`src/inc/gfs_params.svh`:
```
`ifndef GFS_PARAMS_SVH
`define GFS_PARAMS_SVH
// Summary of operation
// - Display button steps readout through fixed cycle
// - Mains readings prefixed P or n by connection
// - Alarm entry shows stop error, else skipped
// - Failed crank attempts latch start failure, block
// - High temperature stops engine without cool-down
// - Oil contact closed while running stops engine
// - Overspeed past delay stops engine after control-on
// - Speed taken from alternator frequency
// - Voltage out of window opens contactor, stops
// - No charge voltage flags charge failure
// - Low battery flags unlatched except off mode
// - Aux inputs act per own action setting
// - Running after 30 s stop raises stop error
// - Mode change keeps engine and contactor state, except off stops a running engine
// - Manual contactor buttons ignored during control-on
// - Manual buttons open mains, close generator
// - Manual stop on load: open, cool, stop
// - Auto mains failure starts, then transfers load
// - Auto mains return transfers back, cools, stops
// - Test runs off load; mains failure goes auto
// - Control-on delay masks all but high temperature and low battery
// - Any enabled running source means started
// - Faults except battery and aux set to action 0 or 3 latch until reset
// APB register offsets
`define GFS_REG_CTRL 12'h000
`define GFS_REG_CRANK 12'h004
`define GFS_REG_LIMITS 12'h008
`define GFS_REG_DELAYS 12'h00c
`define GFS_REG_MEAS 12'h010
`define GFS_REG_STATUS 12'h014
`define GFS_REG_DISP 12'h018
// Reset values
`define GFS_CTRL_RST 32'h0000_0007
`define GFS_CRANK_RST 32'h0000_0305
`define GFS_LIMITS_RST 32'h0000_0000
`define GFS_DELAYS_RST 32'h0000_0000
// Timing: tick of 100 ms, stop watch 30 s
`define GFS_CLK_HZ 10000000
`define GFS_TICK_MS 100
`define GFS_TICK_CYC (`GFS_CLK_HZ / 1000 * `GFS_TICK_MS)
`define GFS_STOP_WATCH_S 30
`define GFS_STOP_WATCH_TICKS (`GFS_STOP_WATCH_S * 1000 / `GFS_TICK_MS)
`endif

```
`src/inc/gfs_pkg.sv`:
```
package gfs_pkg;
	typedef enum logic [1:0] {
		GFS_MODE_OFF = 2'h0,
		GFS_MODE_MAN = 2'h1,
		GFS_MODE_AUTO = 2'h3,
		GFS_MODE_TEST = 2'h2
	} gfs_mode_t;
	// Gray order along start, run, cool, stop
	typedef enum logic [2:0] {
		GFS_ST_IDLE = 3'h0,
		GFS_ST_CRANK = 3'h1,
		GFS_ST_REST = 3'h3,
		GFS_ST_CTRLON = 3'h2,
		GFS_ST_RUN = 3'h6,
		GFS_ST_COOL = 3'h7,
		GFS_ST_STOP = 3'h5
	} gfs_eng_t;
	typedef enum logic [2:0] {
		GFS_DSP_MAINS_A = 3'h0,
		GFS_DSP_MAINS_B = 3'h1,
		GFS_DSP_MAINS_C = 3'h3,
		GFS_DSP_GEN_V = 3'h2,
		GFS_DSP_GEN_F = 3'h6,
		GFS_DSP_BATT = 3'h7,
		GFS_DSP_ALARM = 3'h5
	} gfs_disp_t;
endpackage

```
`src/design/gfs_supervisor.sv`:
```
// The APB register port and the placing of the registers were decided locally.
`timescale 1ns/1ps
`include "gfs_params.svh"
module gfs_supervisor #(
	parameter int TICK_CYC = `GFS_TICK_CYC,
	parameter int STOP_TICKS = `GFS_STOP_WATCH_TICKS
) (
	input wire logic pclk,
	input wire logic presetn,
	input wire logic psel,
	input wire logic penable,
	input wire logic pwrite,
	input wire logic [11:0] paddr,
	input wire logic [31:0] pwdata,
	output logic [31:0] prdata,
	output logic pready,
	output logic pslverr,
	input wire logic btn_display,
	input wire logic btn_reset,
	input wire logic btn_start,
	input wire logic btn_stop,
	input wire logic btn_mains_open,
	input wire logic btn_gen_close,
	input wire logic [1:0] mode_sel,
	input wire logic mode_sel_valid,
	input wire logic mains_ok,
	input wire logic high_temp_sw,
	input wire logic oil_contact_closed,
	input wire logic charge_volt_present,
	input wire logic aux_input_one,
	input wire logic aux_input_two,
	output logic start_out,
	output logic fuel_out,
	output logic horn_out,
	output logic mains_contactor,
	output logic gen_contactor,
	output logic [1:0] mode_out,
	output logic [10:0] fault_led,
	output logic [2:0] disp_sel,
	output logic disp_prefix_n
);
	import gfs_pkg::*;
	// Divider is 24 bits and stop watch 16 bits, so refuse larger counts
	if (TICK_CYC < 1 || TICK_CYC > 16777216 || STOP_TICKS < 1 ||
		STOP_TICKS > 65535) begin : g_bad_timing
		$error("gfs_supervisor: bad timing parameters");
	end
	// Fault indices
	localparam int F_START = 0, F_TEMP = 1, F_OIL = 2, F_SPEED = 3;
	localparam int F_VOLT = 4, F_CHG = 5, F_BATT = 6, F_AUX1 = 7;
	localparam int F_AUX2 = 8, F_STOPE = 9, F_NONE = 10;

	// Software registers
	logic [31:0] ctrl_q, ctrl_d, crank_q, crank_d, lim_q, lim_d;
	logic [31:0] dly_q, dly_d, meas_q, meas_d;
	logic wr_acc;
	assign wr_acc = psel & penable & pwrite;
	always_comb begin
		ctrl_d = ctrl_q;
		crank_d = crank_q;
		lim_d = lim_q;
		dly_d = dly_q;
		meas_d = meas_q;
		if (wr_acc) begin
			case (paddr)
			`GFS_REG_CTRL: ctrl_d = pwdata;
			`GFS_REG_CRANK: crank_d = pwdata;
			`GFS_REG_LIMITS: lim_d = pwdata;
			`GFS_REG_DELAYS: dly_d = pwdata;
			`GFS_REG_MEAS: meas_d = pwdata;
			default: ;
			endcase
		end
	end
	// ctrl: [3:0] running_source_select, [4] three phase,
	// [7:5] aux_input_one_action, [10:8] aux_input_two_action
	wire [3:0] running_source_select = ctrl_q[3:0];
	wire three_phase = ctrl_q[4];
	wire [2:0] aux_input_one_action = ctrl_q[7:5];
	wire [2:0] aux_input_two_action = ctrl_q[10:8];
	// crank: [3:0] attempts, [15:8] duration ticks, [23:16] cool ticks
	wire [3:0] start_attempt_count = crank_q[3:0];
	wire [7:0] crank_attempt_duration = crank_q[15:8];
	wire [7:0] cool_down_ticks = crank_q[23:16];
	// limits: speed hz, alt lower, alt upper, battery (8 bits each)
	wire [7:0] speed_upper_limit = lim_q[7:0];
	wire [7:0] alt_voltage_lower_limit = lim_q[15:8];
	wire [7:0] alt_voltage_upper_limit = lim_q[23:16];
	wire [7:0] battery_low_limit = lim_q[31:24];
	wire [7:0] control_on_delay = dly_q[7:0];
	wire [7:0] speed_fault_delay = dly_q[15:8];
	wire [7:0] alt_voltage_fault_delay = dly_q[23:16];
	// meas: alternator frequency, alternator volts, battery tenths
	wire [7:0] gen_freq = meas_q[7:0];
	wire [7:0] gen_volt = meas_q[15:8];
	wire [7:0] batt_volt = meas_q[23:16];

	// Common timebase tick
	logic [23:0] div_q, div_d;
	logic tick;
	always_comb begin
		tick = (div_q == 24'(TICK_CYC - 1));
		div_d = tick ? 24'h0 : div_q + 24'h1;
	end

	// Engine sequencer
	gfs_eng_t eng_q, eng_d;
	gfs_mode_t mode_q, mode_d;
	logic [15:0] tmr_q, tmr_d, stopw_q, stopw_d;
	logic [7:0] spd_q, spd_d, vlt_q, vlt_d;
	logic [3:0] try_q, try_d;
	logic [10:0] flt_q, flt_d;
	logic mc_q, mc_d, gc_q, gc_d, watch_q, watch_d;
	logic running, ctrl_on, latched, trip_stop, trip_open;
	logic aux1_hit, aux2_hit, eng_on;
	always_comb begin
		running = |(running_source_select &
			{~oil_contact_closed, gen_volt != 8'h0,
			gen_freq != 8'h0, ~charge_volt_present});
		eng_on = (eng_q == GFS_ST_RUN) || (eng_q == GFS_ST_COOL) ||
			(eng_q == GFS_ST_CTRLON);
		ctrl_on = (eng_q == GFS_ST_RUN) || (eng_q == GFS_ST_COOL);
		// Aux inputs masked while speed and voltage settle
		aux1_hit = aux_input_one && eng_q != GFS_ST_CTRLON &&
			(aux_input_one_action < 3'h3 || eng_on);
		aux2_hit = aux_input_two && eng_q != GFS_ST_CTRLON &&
			(aux_input_two_action < 3'h3 || eng_on);
		latched = |(flt_q & ~(11'h1 << F_BATT));
		flt_d = flt_q;
		// Set wins over reset
		if (btn_reset)
			flt_d = 11'h0;
		if (high_temp_sw && eng_on)
			flt_d[F_TEMP] = 1'b1;
		if (ctrl_on && oil_contact_closed)
			flt_d[F_OIL] = 1'b1;
		if (ctrl_on && spd_q >= speed_fault_delay && tick)
			flt_d[F_SPEED] = 1'b1;
		if (ctrl_on && vlt_q >= alt_voltage_fault_delay && tick)
			flt_d[F_VOLT] = 1'b1;
		if (ctrl_on && !charge_volt_present)
			flt_d[F_CHG] = 1'b1;
		flt_d[F_BATT] = (mode_q != GFS_MODE_OFF) &&
			(batt_volt < battery_low_limit);
		if (aux1_hit)
			flt_d[F_AUX1] = 1'b1;
		else if (aux_input_one_action == 3'h0 ||
			aux_input_one_action == 3'h3)
			flt_d[F_AUX1] = 1'b0;
		if (aux2_hit)
			flt_d[F_AUX2] = 1'b1;
		else if (aux_input_two_action == 3'h0 ||
			aux_input_two_action == 3'h3)
			flt_d[F_AUX2] = 1'b0;
		if (watch_q && tick && stopw_q >= 16'(STOP_TICKS - 1) && running)
			flt_d[F_STOPE] = 1'b1;
		if (eng_q == GFS_ST_REST && try_q >= start_attempt_count &&
			tmr_q == 16'h0)
			flt_d[F_START] = 1'b1;
		trip_stop = flt_q[F_TEMP] | flt_q[F_OIL] | flt_q[F_SPEED] |
			flt_q[F_VOLT] | flt_q[F_START] |
			(flt_q[F_AUX1] && (aux_input_one_action == 3'h2 ||
			aux_input_one_action == 3'h5)) |
			(flt_q[F_AUX2] && (aux_input_two_action == 3'h2 ||
			aux_input_two_action == 3'h5));
		trip_open = flt_q[F_VOLT] |
			(flt_q[F_AUX1] && aux_input_one_action == 3'h6) |
			(flt_q[F_AUX2] && aux_input_two_action == 3'h6);
	end
	// Mode, contactors and engine sequence
	always_comb begin
		eng_d = eng_q;
		mode_d = mode_q;
		mc_d = mc_q;
		gc_d = gc_q;
		try_d = try_q;
		tmr_d = (tick && tmr_q != 16'h0) ? tmr_q - 16'h1 : tmr_q;
		spd_d = spd_q;
		vlt_d = vlt_q;
		watch_d = watch_q;
		stopw_d = (watch_q && tick) ? stopw_q + 16'h1 : stopw_q;
		if (mode_sel_valid)
			mode_d = gfs_mode_t'(mode_sel);
		if (mode_q == GFS_MODE_TEST && !mains_ok)
			mode_d = GFS_MODE_AUTO;
		// Windowed delay counters
		if (!ctrl_on || gen_freq <= speed_upper_limit)
			spd_d = 8'h0;
		else if (tick && spd_q != 8'hff)
			spd_d = spd_q + 8'h1;
		if (!ctrl_on || (gen_volt >= alt_voltage_lower_limit &&
			gen_volt <= alt_voltage_upper_limit))
			vlt_d = 8'h0;
		else if (tick && vlt_q != 8'hff)
			vlt_d = vlt_q + 8'h1;
		if (trip_open)
			gc_d = 1'b0;
		if (trip_stop && eng_q != GFS_ST_IDLE && eng_q != GFS_ST_STOP) begin
			eng_d = GFS_ST_STOP;
			gc_d = 1'b0;
			watch_d = 1'b1;
			stopw_d = 16'h0;
		end else begin
			case (eng_q)
			GFS_ST_IDLE: begin
				try_d = 4'h0;
				if (!latched && ((mode_q == GFS_MODE_MAN && btn_start) ||
					mode_q == GFS_MODE_TEST ||
					(mode_q == GFS_MODE_AUTO && !mains_ok))) begin
					eng_d = GFS_ST_CRANK;
					tmr_d = 16'(crank_attempt_duration);
				end
			end
			GFS_ST_CRANK: begin
				if (running) begin
					eng_d = GFS_ST_CTRLON;
					tmr_d = 16'(control_on_delay);
				end else if (tmr_q == 16'h0) begin
					eng_d = GFS_ST_REST;
					try_d = try_q + 4'h1;
					tmr_d = 16'({crank_attempt_duration, 1'b0});
				end
			end
			GFS_ST_REST: begin
				if (tmr_q == 16'h0 && try_q < start_attempt_count) begin
					eng_d = GFS_ST_CRANK;
					tmr_d = 16'(crank_attempt_duration);
				end
			end
			GFS_ST_CTRLON: begin
				if (tmr_q == 16'h0)
					eng_d = GFS_ST_RUN;
			end
			GFS_ST_RUN: begin
				if (mode_q == GFS_MODE_MAN) begin
					if (btn_mains_open)
						mc_d = 1'b0;
					if (btn_gen_close && !mc_q)
						gc_d = 1'b1;
				end
				if (mode_q == GFS_MODE_AUTO && !mains_ok) begin
					mc_d = 1'b0;
					gc_d = !mc_q;
				end
				if ((mode_q == GFS_MODE_AUTO && mains_ok) ||
					(mode_q == GFS_MODE_MAN && btn_stop)) begin
					gc_d = 1'b0;
					mc_d = gc_q ? 1'b0 : mains_ok;
					if (!gc_q) begin
						eng_d = GFS_ST_COOL;
						tmr_d = 16'(cool_down_ticks);
					end
				end
				if (mode_q == GFS_MODE_OFF) begin
					eng_d = GFS_ST_STOP;
					watch_d = 1'b1;
					stopw_d = 16'h0;
				end
			end
			GFS_ST_COOL: begin
				if (mode_q == GFS_MODE_AUTO && !mains_ok)
					eng_d = GFS_ST_RUN;
				else if (tmr_q == 16'h0) begin
					eng_d = GFS_ST_STOP;
					watch_d = 1'b1;
					stopw_d = 16'h0;
				end
			end
			GFS_ST_STOP: begin
				if (!gc_q && mains_ok)
					mc_d = 1'b1;
				if (!running || flt_q[F_STOPE]) begin
					eng_d = GFS_ST_IDLE;
					watch_d = 1'b0;
				end
			end
			default: eng_d = GFS_ST_IDLE;
			endcase
		end
	end

	// Readout cycling, with alarm entry skipped when no stop error
	gfs_disp_t dsp_q, dsp_d;
	logic btn_disp_q;
	always_comb begin
		dsp_d = dsp_q;
		if (btn_display && !btn_disp_q) begin
			case (dsp_q)
			GFS_DSP_MAINS_A: dsp_d = GFS_DSP_MAINS_B;
			GFS_DSP_MAINS_B: dsp_d = GFS_DSP_MAINS_C;
			GFS_DSP_MAINS_C: dsp_d = GFS_DSP_GEN_V;
			GFS_DSP_GEN_V: dsp_d = GFS_DSP_GEN_F;
			GFS_DSP_GEN_F: dsp_d = GFS_DSP_BATT;
			GFS_DSP_BATT: dsp_d = flt_q[F_STOPE] ?
				GFS_DSP_ALARM : GFS_DSP_MAINS_A;
			default: dsp_d = GFS_DSP_MAINS_A;
			endcase
		end
	end

	// Flashing and horn
	logic [2:0] blink_q;
	logic [10:0] led_d;
	always_comb begin
		led_d = blink_q[2] ? flt_q : 11'h0;
		led_d[F_NONE] = 1'b0;
	end

	// Registered state
	always_ff @(posedge pclk or negedge presetn) begin
		if (!presetn) begin
			ctrl_q <= `GFS_CTRL_RST;
			crank_q <= `GFS_CRANK_RST;
			lim_q <= `GFS_LIMITS_RST;
			dly_q <= `GFS_DELAYS_RST;
			meas_q <= 32'h0;
			div_q <= 24'h0;
			eng_q <= GFS_ST_IDLE;
			mode_q <= GFS_MODE_OFF;
			tmr_q <= 16'h0;
			stopw_q <= 16'h0;
			spd_q <= 8'h0;
			vlt_q <= 8'h0;
			try_q <= 4'h0;
			flt_q <= 11'h0;
			mc_q <= 1'b1;
			gc_q <= 1'b0;
			watch_q <= 1'b0;
			dsp_q <= GFS_DSP_MAINS_A;
			btn_disp_q <= 1'b0;
			blink_q <= 3'h0;
			prdata <= 32'h0;
			pready <= 1'b0;
			pslverr <= 1'b0;
			start_out <= 1'b0;
			fuel_out <= 1'b0;
			horn_out <= 1'b0;
			mains_contactor <= 1'b0;
			gen_contactor <= 1'b0;
			mode_out <= 2'h0;
			fault_led <= 11'h0;
			disp_sel <= 3'h0;
			disp_prefix_n <= 1'b0;
		end else begin
			ctrl_q <= ctrl_d;
			crank_q <= crank_d;
			lim_q <= lim_d;
			dly_q <= dly_d;
			meas_q <= meas_d;
			div_q <= div_d;
			eng_q <= eng_d;
			mode_q <= mode_d;
			tmr_q <= tmr_d;
			stopw_q <= stopw_d;
			spd_q <= spd_d;
			vlt_q <= vlt_d;
			try_q <= try_d;
			flt_q <= flt_d;
			mc_q <= mc_d;
			gc_q <= gc_d;
			watch_q <= watch_d;
			dsp_q <= dsp_d;
			btn_disp_q <= btn_display;
			if (tick)
				blink_q <= blink_q + 3'h1;
			// Zero-wait APB, unmapped reads zero, with error only above the display register
			pready <= psel & ~penable;
			pslverr <= psel & ~penable & (paddr > `GFS_REG_DISP);
			case (paddr)
			`GFS_REG_CTRL: prdata <= ctrl_q;
			`GFS_REG_CRANK: prdata <= crank_q;
			`GFS_REG_LIMITS: prdata <= lim_q;
			`GFS_REG_DELAYS: prdata <= dly_q;
			`GFS_REG_MEAS: prdata <= meas_q;
			`GFS_REG_STATUS: prdata <= {8'h0, 1'b0, eng_q, mode_q,
				mc_q, gc_q, 5'h0, flt_q};
			`GFS_REG_DISP: prdata <= {28'h0, 1'b0, dsp_q};
			default: prdata <= 32'h0;
			endcase
			start_out <= (eng_q == GFS_ST_CRANK);
			fuel_out <= eng_on || eng_q == GFS_ST_CRANK;
			horn_out <= |flt_q[F_STOPE-1:0];
			mains_contactor <= mc_q;
			gen_contactor <= gc_q;
			mode_out <= mode_q;
			fault_led <= led_d;
			disp_sel <= dsp_q;
			disp_prefix_n <= !three_phase;
		end
	end

	chk_stop_no_cool: assert property (@(posedge pclk) disable iff (!presetn)
		$rose(flt_q[F_TEMP]) && eng_q == GFS_ST_RUN |=> eng_q == GFS_ST_STOP)
		else $error("temperature fault did not stop");
	chk_alarm_skip: assert property (@(posedge pclk) disable iff (!presetn)
		dsp_q == GFS_DSP_BATT && btn_display && !btn_disp_q &&
		!flt_q[F_STOPE] |=> dsp_q == GFS_DSP_MAINS_A)
		else $error("alarm entry not skipped");
	chk_battery_clears: assert property (@(posedge pclk)
		disable iff (!presetn)
		batt_volt >= battery_low_limit |=> !flt_q[F_BATT])
		else $error("battery flag stuck");
	chk_fault_latch: assert property (@(posedge pclk) disable iff (!presetn)
		!btn_reset |=>
		(flt_q[5:0] & $past(flt_q[5:0])) == $past(flt_q[5:0]))
		else $error("fault lost without reset");
	chk_test_to_auto: assert property (@(posedge pclk)
		disable iff (!presetn)
		mode_q == GFS_MODE_TEST && !mains_ok && !mode_sel_valid
		|=> mode_q == GFS_MODE_AUTO)
		else $error("test mode kept on mains loss");
	chk_ctrlon_ignore: assert property (@(posedge pclk)
		disable iff (!presetn)
		eng_q == GFS_ST_CTRLON && !trip_stop |=> $stable(gc_q))
		else $error("contactor moved in control-on");
	chk_volt_opens: assert property (@(posedge pclk) disable iff (!presetn)
		flt_q[F_VOLT] |=> !gc_q)
		else $error("contactor kept closed");
	chk_crank_start: assert property (@(posedge pclk) disable iff (!presetn)
		eng_q == GFS_ST_CRANK && running && !trip_stop
		|=> eng_q == GFS_ST_CTRLON)
		else $error("start not detected");
endmodule // gfs_supervisor

```
`config.mk`:
```
export PLATFORM = sky130hd
export DESIGN_NAME = gfs_supervisor
export DESIGN_NICKNAME = d
export VERILOG_FILES = /design/src/inc/gfs_pkg.sv /design/src/design/gfs_supervisor.sv
export VERILOG_INCLUDE_DIRS = /design/src /design/src/inc
export SDC_FILE = /design/constraint.sdc
export NUM_CORES = 1
export LEC_CHECK = 0
export ABC_AREA = 1
export BUFFER_PORTS_ARGS = -buffer_cell sky130_fd_sc_hd__buf_4
export CAP_MARGIN = 30
export CORE_MARGIN = 3
export CORE_UTILIZATION = 65
export CTS_CLUSTER_DIAMETER = 200
export DETAILED_ROUTE_END_ITERATION = 10
export GPL_ROUTABILITY_DRIVEN = 0
export GPL_TIMING_DRIVEN = 0
export HOLD_SLACK_MARGIN = 0.1
export MAX_ROUTING_LAYER = met4
export PLACE_DENSITY_LB_ADDON = 0.1
export REMOVE_ABC_BUFFERS = 1
export SETUP_SLACK_MARGIN = 0.05
export SYNTH_ARGS = -nofsm -noshare
export SYNTH_HDL_FRONTEND = slang
export SYNTH_SLANG_ARGS = --single-unit
```
`constraint.sdc`:
```
create_clock -name pclk -period 6.14 [get_ports pclk]
set_clock_uncertainty 0.2 [all_clocks]
set_input_delay 0.921 -clock pclk [delete_from_list [all_inputs] [get_ports pclk]]
set_output_delay 0.921 -clock pclk [all_outputs]
set_load 0.02 [all_outputs]
```
==> impl_metrics.yaml, run 1 <==
outcome:
  status: "complete, no violations"
floorplan:
  rows: 56
  core_area_sq_um: 23800
  die_area_sq_um: 26600
  io_pins: 120
  die_width_um: 163
  die_h_um: 163
  start_util: 0.673
cts:
  holdBufCountCts: 0
  path_clk_slew_ns: 0.06
  post_cts_buffers: 0
  clockRootBuffer: "clkbuf_16"
  cts_buffers: 35
  clock_tree.buffer_depth: 3
  clock_latency_ns: 0.53
  h-tree-depth: 2
  clock_sinks: 316
  cts_tree: "done"
  cts_resized: 0
worst_hold_path:
  worstHoldPathType: "in2async"
logic_synthesis:
  ys_ff_latch: 316
  synth_edf_count: 0
  synth_area_leaders: "dfrtp_1 (48%), nand2_1 (10%), inv_1 (5.7%)"
  synth_area_per_cell_sq_um: 8.39
  async_flop_share: 1.00
  ys.warnings.count: 0
  synth_top_area_frac: 0.481
  yosysSeqAreaShare: 0.494
  ys.flop_type: "dfrtp_1"
  yosysTopAreaCell: "dfrtp_1"
  synth_cells: 1910
  syn_area_sq_um: 16000
  yosysUniqueCellTypes: 52
power_and_ir_drop:
  p_comb_frac: 0.159
  power_density_nw_per_um2: 279
  intPower_mw: 3.62
  pwr-share-seq: 0.438
  power_frac_clock: 0.403
  p_leak_nw: 9.06
  ir_drop_mv: 0.237
  switching_share: 0.296
  p_switching_mw: 1.52
critical_path:
  cp_max_fo: 50
  critPathLaunchType: "input port"
  cp.required_ns: 6.34
  criticalPathCategory: "in2reg"
  cp_data_arrival_time_ns: 3.75
  cp-end-kind: "flop"
layout:
  final_common_cell: "nand2_1"
  syn2layout_area_growth_pct: 15.0
  final_cell_mix: "nand2_1 (433), dfrtp_1 (308), inv_1 (243), o21ai_0 (177), nor2_1 (144)"
  finalNetCount: 2140
  layout-drive-gt1-share: 0.131
  insertedDiodeCount: 0
  post-route-util: 0.774
grt:
  gr-usage-met3: 0.0512
  grt_start_max_net_pins: 117
  grt-ovfl-total: 0
  grt_pass1_wl_mm: 71.5
  antenna_found_initial: 0
  first_global_vias: 14000
  use_met2: 0.562
  grt_busiest_layer: "met2"
  grt_use_met1: 0.440
  grt_usage: 0.347
timing:
  max_slew_margin: 0.404
  report.final.hold_viol_count: 0
  slew_viol_final: 0
  final-setup-viol-count: 0
  rsz0062_at_grt: "no"
  fin_crit_ns: 3.55
  final.setup.tns_ns: 0
  tightest_slew_ns: 0.888
  max_freq_mhz: 282
  fin_crit_sh: 0.579
job:
  maxCapViolations: 0
routing:
  viasPerCell: 5.94
  vias: 14000
  wl_mm: 43.9
  post-route-drc-count: 0
  drtIter0Drc: 1563
  drt.antenna.violating_nets: 0
  route.detailed.wl_per_inst_um: 18.6
  drtPass1Iterations: 6
place:
  place.detailed.hpwl_mm: 30.1
  io_buffers: 118
[area by class of cell]
cell class                      instances  area [sq um]
Fill cell                            1708          5390
Timing Repair Buffer                  128          1130
Clock buffer                           53          1040
Multi-Input combinational cell       1278          6880
Inverter                              258           968
Clock inverter                          9          93.8
Sequential cell                       316          7920
Tap cell                              319           399
[power by group through the flow]
stage                     clock (mW)  combinational (mW)  sequential (mW)
after global routing            2.19               0.902             2.26
after detailed placement           0               0.794             2.29
after global placement             0               0.766             2.29
after CTS                       2.08               0.807             2.25
final                           2.07               0.817             2.26
after floorplan                    0               0.466             2.29
[state kept, by name (all words and copies together) (netlist names), 2 cells and up, named ones only]
signal     cells
mode_q         2
meas_q        32
div_q         24
stopw_q       16
spd_q          8
dsp_q          2
vlt_q          8
crank_q       32
mode_out       2
disp_sel       3
eng_q          3
prdata        32
flt_q         10
try_q          4
fault_led     10
ctrl_q        32
tmr_q         16
blink_q        3
dly_q         32
lim_q         32
[kinds of logic (layout without fill, tap and decap cells)]
family	Yosys count	count (layout)	synth area share
simple gates	778	778	0.214
compound gates	400	400	0.147
flops	316	316	0.494
buf+inv	316	448	0.0770
fa+ha+maj	59	59	0.0461
xor+xnor	40	40	0.0219
other cells	1	1	0.000234
[path summary, 6_finish.rpt]
path	startpoint	endpoint	slack [ns]	depth (start not counted)
hold reg to reg	dsp_q[0]$_DFFE_PN0P_	disp_sel[0]$_DFF_PN0_	0.21	0
hold / removal	presetn	fault_led[1]$_DFF_PN0_	0.13	1
min in group pclk	dsp_q[0]$_DFFE_PN0P_	disp_sel[0]$_DFF_PN0_	0.21	0
setup / recovery	paddr[11]	lim_q[22]$_DFFE_PN0P_	2.59	12
setup reg to reg	eng_q[0]$_DFFE_PN0P_	stopw_q[9]$_DFF_PN0_	2.80	10
max in group asynchronous	presetn	prdata[24]$_DFF_PN0_	4.34	3
[critical path: stages]
cell	delay [ns]
buf_4	0.11
nor2_1	0.11
nand2_1	0.08
nor2_2	0.18
nand2_1	0.17
nor2_2	0.15
nand2_1	0.48
inv_2	0.71
nand2_2	0.35
buf_12	0.29
nand2_1	0.09
o21ai_0	0.08
[synth_stat cells, types with 14 or more instances]
cell type  number
a21oi_1        52
a22oi_1        57
buf_2          14
clkbuf_1       36
dfrtp_1       308
ha_1           59
inv_1         243
inv_2          14
nand2_1       434
nand3_1        82
nand4_1        25
nor2_1        144
nor2_2         21
nor3_1         21
o2111ai_1      17
o211ai_1       21
o21ai_0       177
o21ai_1        43
xor2_1         32
[through the flow]
step	std cells	area (sq um)	hold slack (ns)	worst slack [ns]	total power, mW
detailed placement	2299	17300	0.197	2.26	3.08
global route	2361	18400	0.153	2.46	5.35
CTS	2361	18400	0.144	2.71	5.14
global placement	2289	17000	0.184	0.392	3.05
finish	2361	18400	0.125	2.59	5.15
floorplan	1852	15800	0.174	2.46	2.76
[metal layers]
layer	share of wire	vias to the layer above
li1	-	6495
met4	0.045	0
met3	0.082	150
met5	0	-
met2	0.48	668
met1	0.39	6700
No activity file was read; power rests on OpenSTA's default activity.
==> inputs of run 2 (changes only) <==
ABC_AREA = 0   (was 1)
CORE_UTILIZATION = 60   (was 65)
clock period = 3.5 ns   (was 6.14 ns; I/O delays follow)
==> run 2 against run 1 <==
Compared with the run above:
- the flow now finishes with violations (design-rule violations)
- combinational power rose by 62%
- synthesized cell count fell by 29%
- area after synthesis fell by 5.2%
- die area rose by 2.6%
- utilization fell by 3.8 points
- final area fell by 1.8%
- register-to-register slack got worse by 2.6 ns
- setup slack got worse by 2.4 ns
- clock power rose by 71%
- largest power group unchanged
==> impl_metrics.yaml, run 2 <==
timing:
  slew_viol_final: 0
  final-setup-viol-count: 0
  rsz0062_at_grt: "no"
  max_slew_margin: 0.285
  report.final.hold_viol_count: 0
  fin_crit_sh: 0.941
  max_freq_mhz: 304
  finalWorstSetupSlack_ns: 0.206
  fin_crit_ns: 3.29
  tightest_slew_ns: 1.07
routing:
  route.detailed.wl_per_inst_um: 21.1
  drtPass1Iterations: 11
  viasPerCell: 6.15
  vias: 11500
  wl_mm: 39.3
  drtIter0Drc: 1071
  post-route-drc-count: 1
  drt.antenna.violating_nets: 0
floorplan:
  die_area_sq_um: 27300
  rows: 57
  start_util: 0.617
  die_width_um: 165
  die_h_um: 165
  core_area_sq_um: 24600
  io_pins: 120
critical_path:
  critPathLaunch: "eng_q[0]$_DFFE_PN0P_"
  worstPathBufferInverterCount: 0
  crit_chain: "nand2b_1 > nor2_1 > nand4_1 > nor2_1 > a222oi_1 > a21boi_1 > o22ai_1"
  cp_max_fo: 23
  cp.required_ns: 3.72
  criticalPathCategory: "reg2reg"
  timing.rr.start: "eng_q[0]$_DFFE_PN0P_"
  cp_common_cell: "nor2_1"
  cp_slowest_cell: "dfrtp_2"
  cp_slowest_stage_delay_ns: 0.67
  cp_top_family: "simple AND/OR/NAND/NOR gates"
  cp-end-kind: "flop"
  cp_data_arrival_time_ns: 3.51
  critPathLaunchType: "flop"
logic_synthesis:
  synth_top_area_frac: 0.507
  async_flop_share: 1.00
  synth_area_leaders: "dfrtp_1 (51%), mux2_2 (6.5%), ha_1 (4.9%)"
  yosysMostFrequentCell: "dfrtp_1"
  yosysSeqAreaShare: 0.521
  synth_common_cells: "dfrtp_1 (308), nand2_1 (102), mux2_2 (88), nor2_1 (86), inv_1 (77)"
  ys_ff_latch: 316
  ys.warnings.count: 0
  yosysTopAreaCell: "dfrtp_1"
  ys.flop_type: "dfrtp_1"
  synth_area_per_cell_sq_um: 11.2
  synth_cells: 1357
  yosysUniqueCellTypes: 77
  synth_edf_count: 0
  syn_area_sq_um: 15200
power_and_ir_drop:
  total_power_mw: 8.91
  p_leak_nw: 8.77
  ir_drop_mv: 0.433
  power_density_nw_per_um2: 492
layout:
  post-route-util: 0.735
  fillCellCount: 1726
  syn2layout_area_growth_pct: 19.1
  stdcell_area_sq_um: 18100
  insertedDiodeCount: 0
  final_cell_mix: "dfrtp_1 (307), buf_4 (117), nand2_1 (102), mux2_2 (88), nor2_1 (83)"
  layout-drive-gt1-share: 0.201
  final_common_cell: "dfrtp_1"
  finalNetCount: 1639
grt:
  first_global_vias: 11600
  grt_start_max_net_pins: 98
  grt_pass1_wl_mm: 62.6
  grt-ovfl-total: 0
  grt_usage: 0.303
  antenna_found_initial: 0
outcome:
  violations: "design-rule violations"
  status: "finished, violations left"
place:
  place.detailed.hpwl_mm: 26.3
  place_area_sq_um: 16500
  io_buffers: 118
  pre_cts_ws_ns: -0.454
cts:
  clock_tree.buffer_depth: 3
  clock_latency_ns: 0.53
  cts_buffers: 35
  cts_tree: "done"
  clock_sinks: 316
  path_clk_slew_ns: 0.06
  h-tree-depth: 2
  clockRootBuffer: "clkbuf_16"
worst_hold_path:
  worstHoldPathType: "in2reg"
  worstHoldStart: "btn_reset"
job:
  maxCapViolations: 0
run 2: cell types whose count changed in the layout (fill, tap and decap cells not counted), moves of 20 or more:
cell	delta
nor2_2	-20
nand2_1	-331
o21ai_1	-39
dlygate4sd3_1	+46
xnor2_1	+29
a222oi_1	+24
mux2_2	+88
mux2_1	+42
a21oi_1	-31
nand3_1	-36
o21ai_0	-110
nor2_1	-61
inv_1	-166
run 2: worst paths after layout:
kind / slack, ns / cells past startpoint / endpoint
setup reg to reg: 0.21 / 7 / tmr_q[5]$_DFF_PN0_
setup / recovery: 0.21 / 7 / tmr_q[5]$_DFF_PN0_
hold / removal: 0.12 / 2 / flt_q[4]$_DFFE_PN0P_
max in group asynchronous: 1.46 / 4 / crank_q[8]$_DFFE_PN1P_
hold reg to reg: 0.24 / 1 / disp_prefix_n$_DFF_PN0_
min in group asynchronous: 0.37 / 2 / prdata[31]$_DFF_PN0_
run 2: report_power, final:
group | leakage, nW | internal (mW) | switching, mW
Combinational | 4.09 | 0.506 | 0.818
Sequential | 4.15 | 3.79 | 0.245
Clock | 0.533 | 2.09 | 1.46
run 2: final cells by class:
type,count,area (sq um),share of cell area
sequential,316,7920,0.438
multi-input combinational,906,6740,0.372
tap,324,405,0.0224
clock inverter,9,113,0.00622
timing repair buffer,177,1650,0.0909
clock buffer,50,972,0.0537
inverter,80,300,0.0166
run 2: timing repair:
action,in CTS,in global routing
hold buffers,46,0
hold endpoints to repair,212,0
gates resized for setup,1,2
endpoints found under the setup margin,1,23
buffers inserted,0,0
run 2: metal layers:
metal  vias to the layer above  routed length, um  track usage
li1                       5212                  -            -
met5                         -                  0            -
met4                         0               1130       0.0961
met1                      5734              17000        0.410
met3                        88               2610       0.0471
met2                       416              18500        0.476
run 2: worst reg2reg max path: stages (launching register included):
cell and delay (ns):
dfrtp_2 0.67, nand2b_1 0.29, nor2_1 0.58, nand4_1 0.41, nor2_1 0.49, a222oi_1 0.20, a21boi_1 0.19, o22ai_1 0.17
run 2: cells by family after synthesis:
kind of cell | Yosys count | synth area share
XOR/XNOR | 64 | 0.0369
flip-flops | 316 | 0.521
other | 1 | 0.000247
adder cells (fa/ha/maj) | 59 | 0.0486
buffers and inverters | 135 | 0.0376
multiplexers | 134 | 0.0990
AND/OR/NAND/NOR | 383 | 0.134
AO/OA/AOI/OAI | 265 | 0.123
run 2: stage by stage:
stage,hold WS [ns],TNS [ns],std cells
final,0.116,0,1862
after detailed placement,0.242,-24.82,1757
after global placement,0.228,-541.74,1744
after global routing,0.114,0,1862
after CTS,0.101,0,1862
after floorplan,0.0294,-5.26,1302
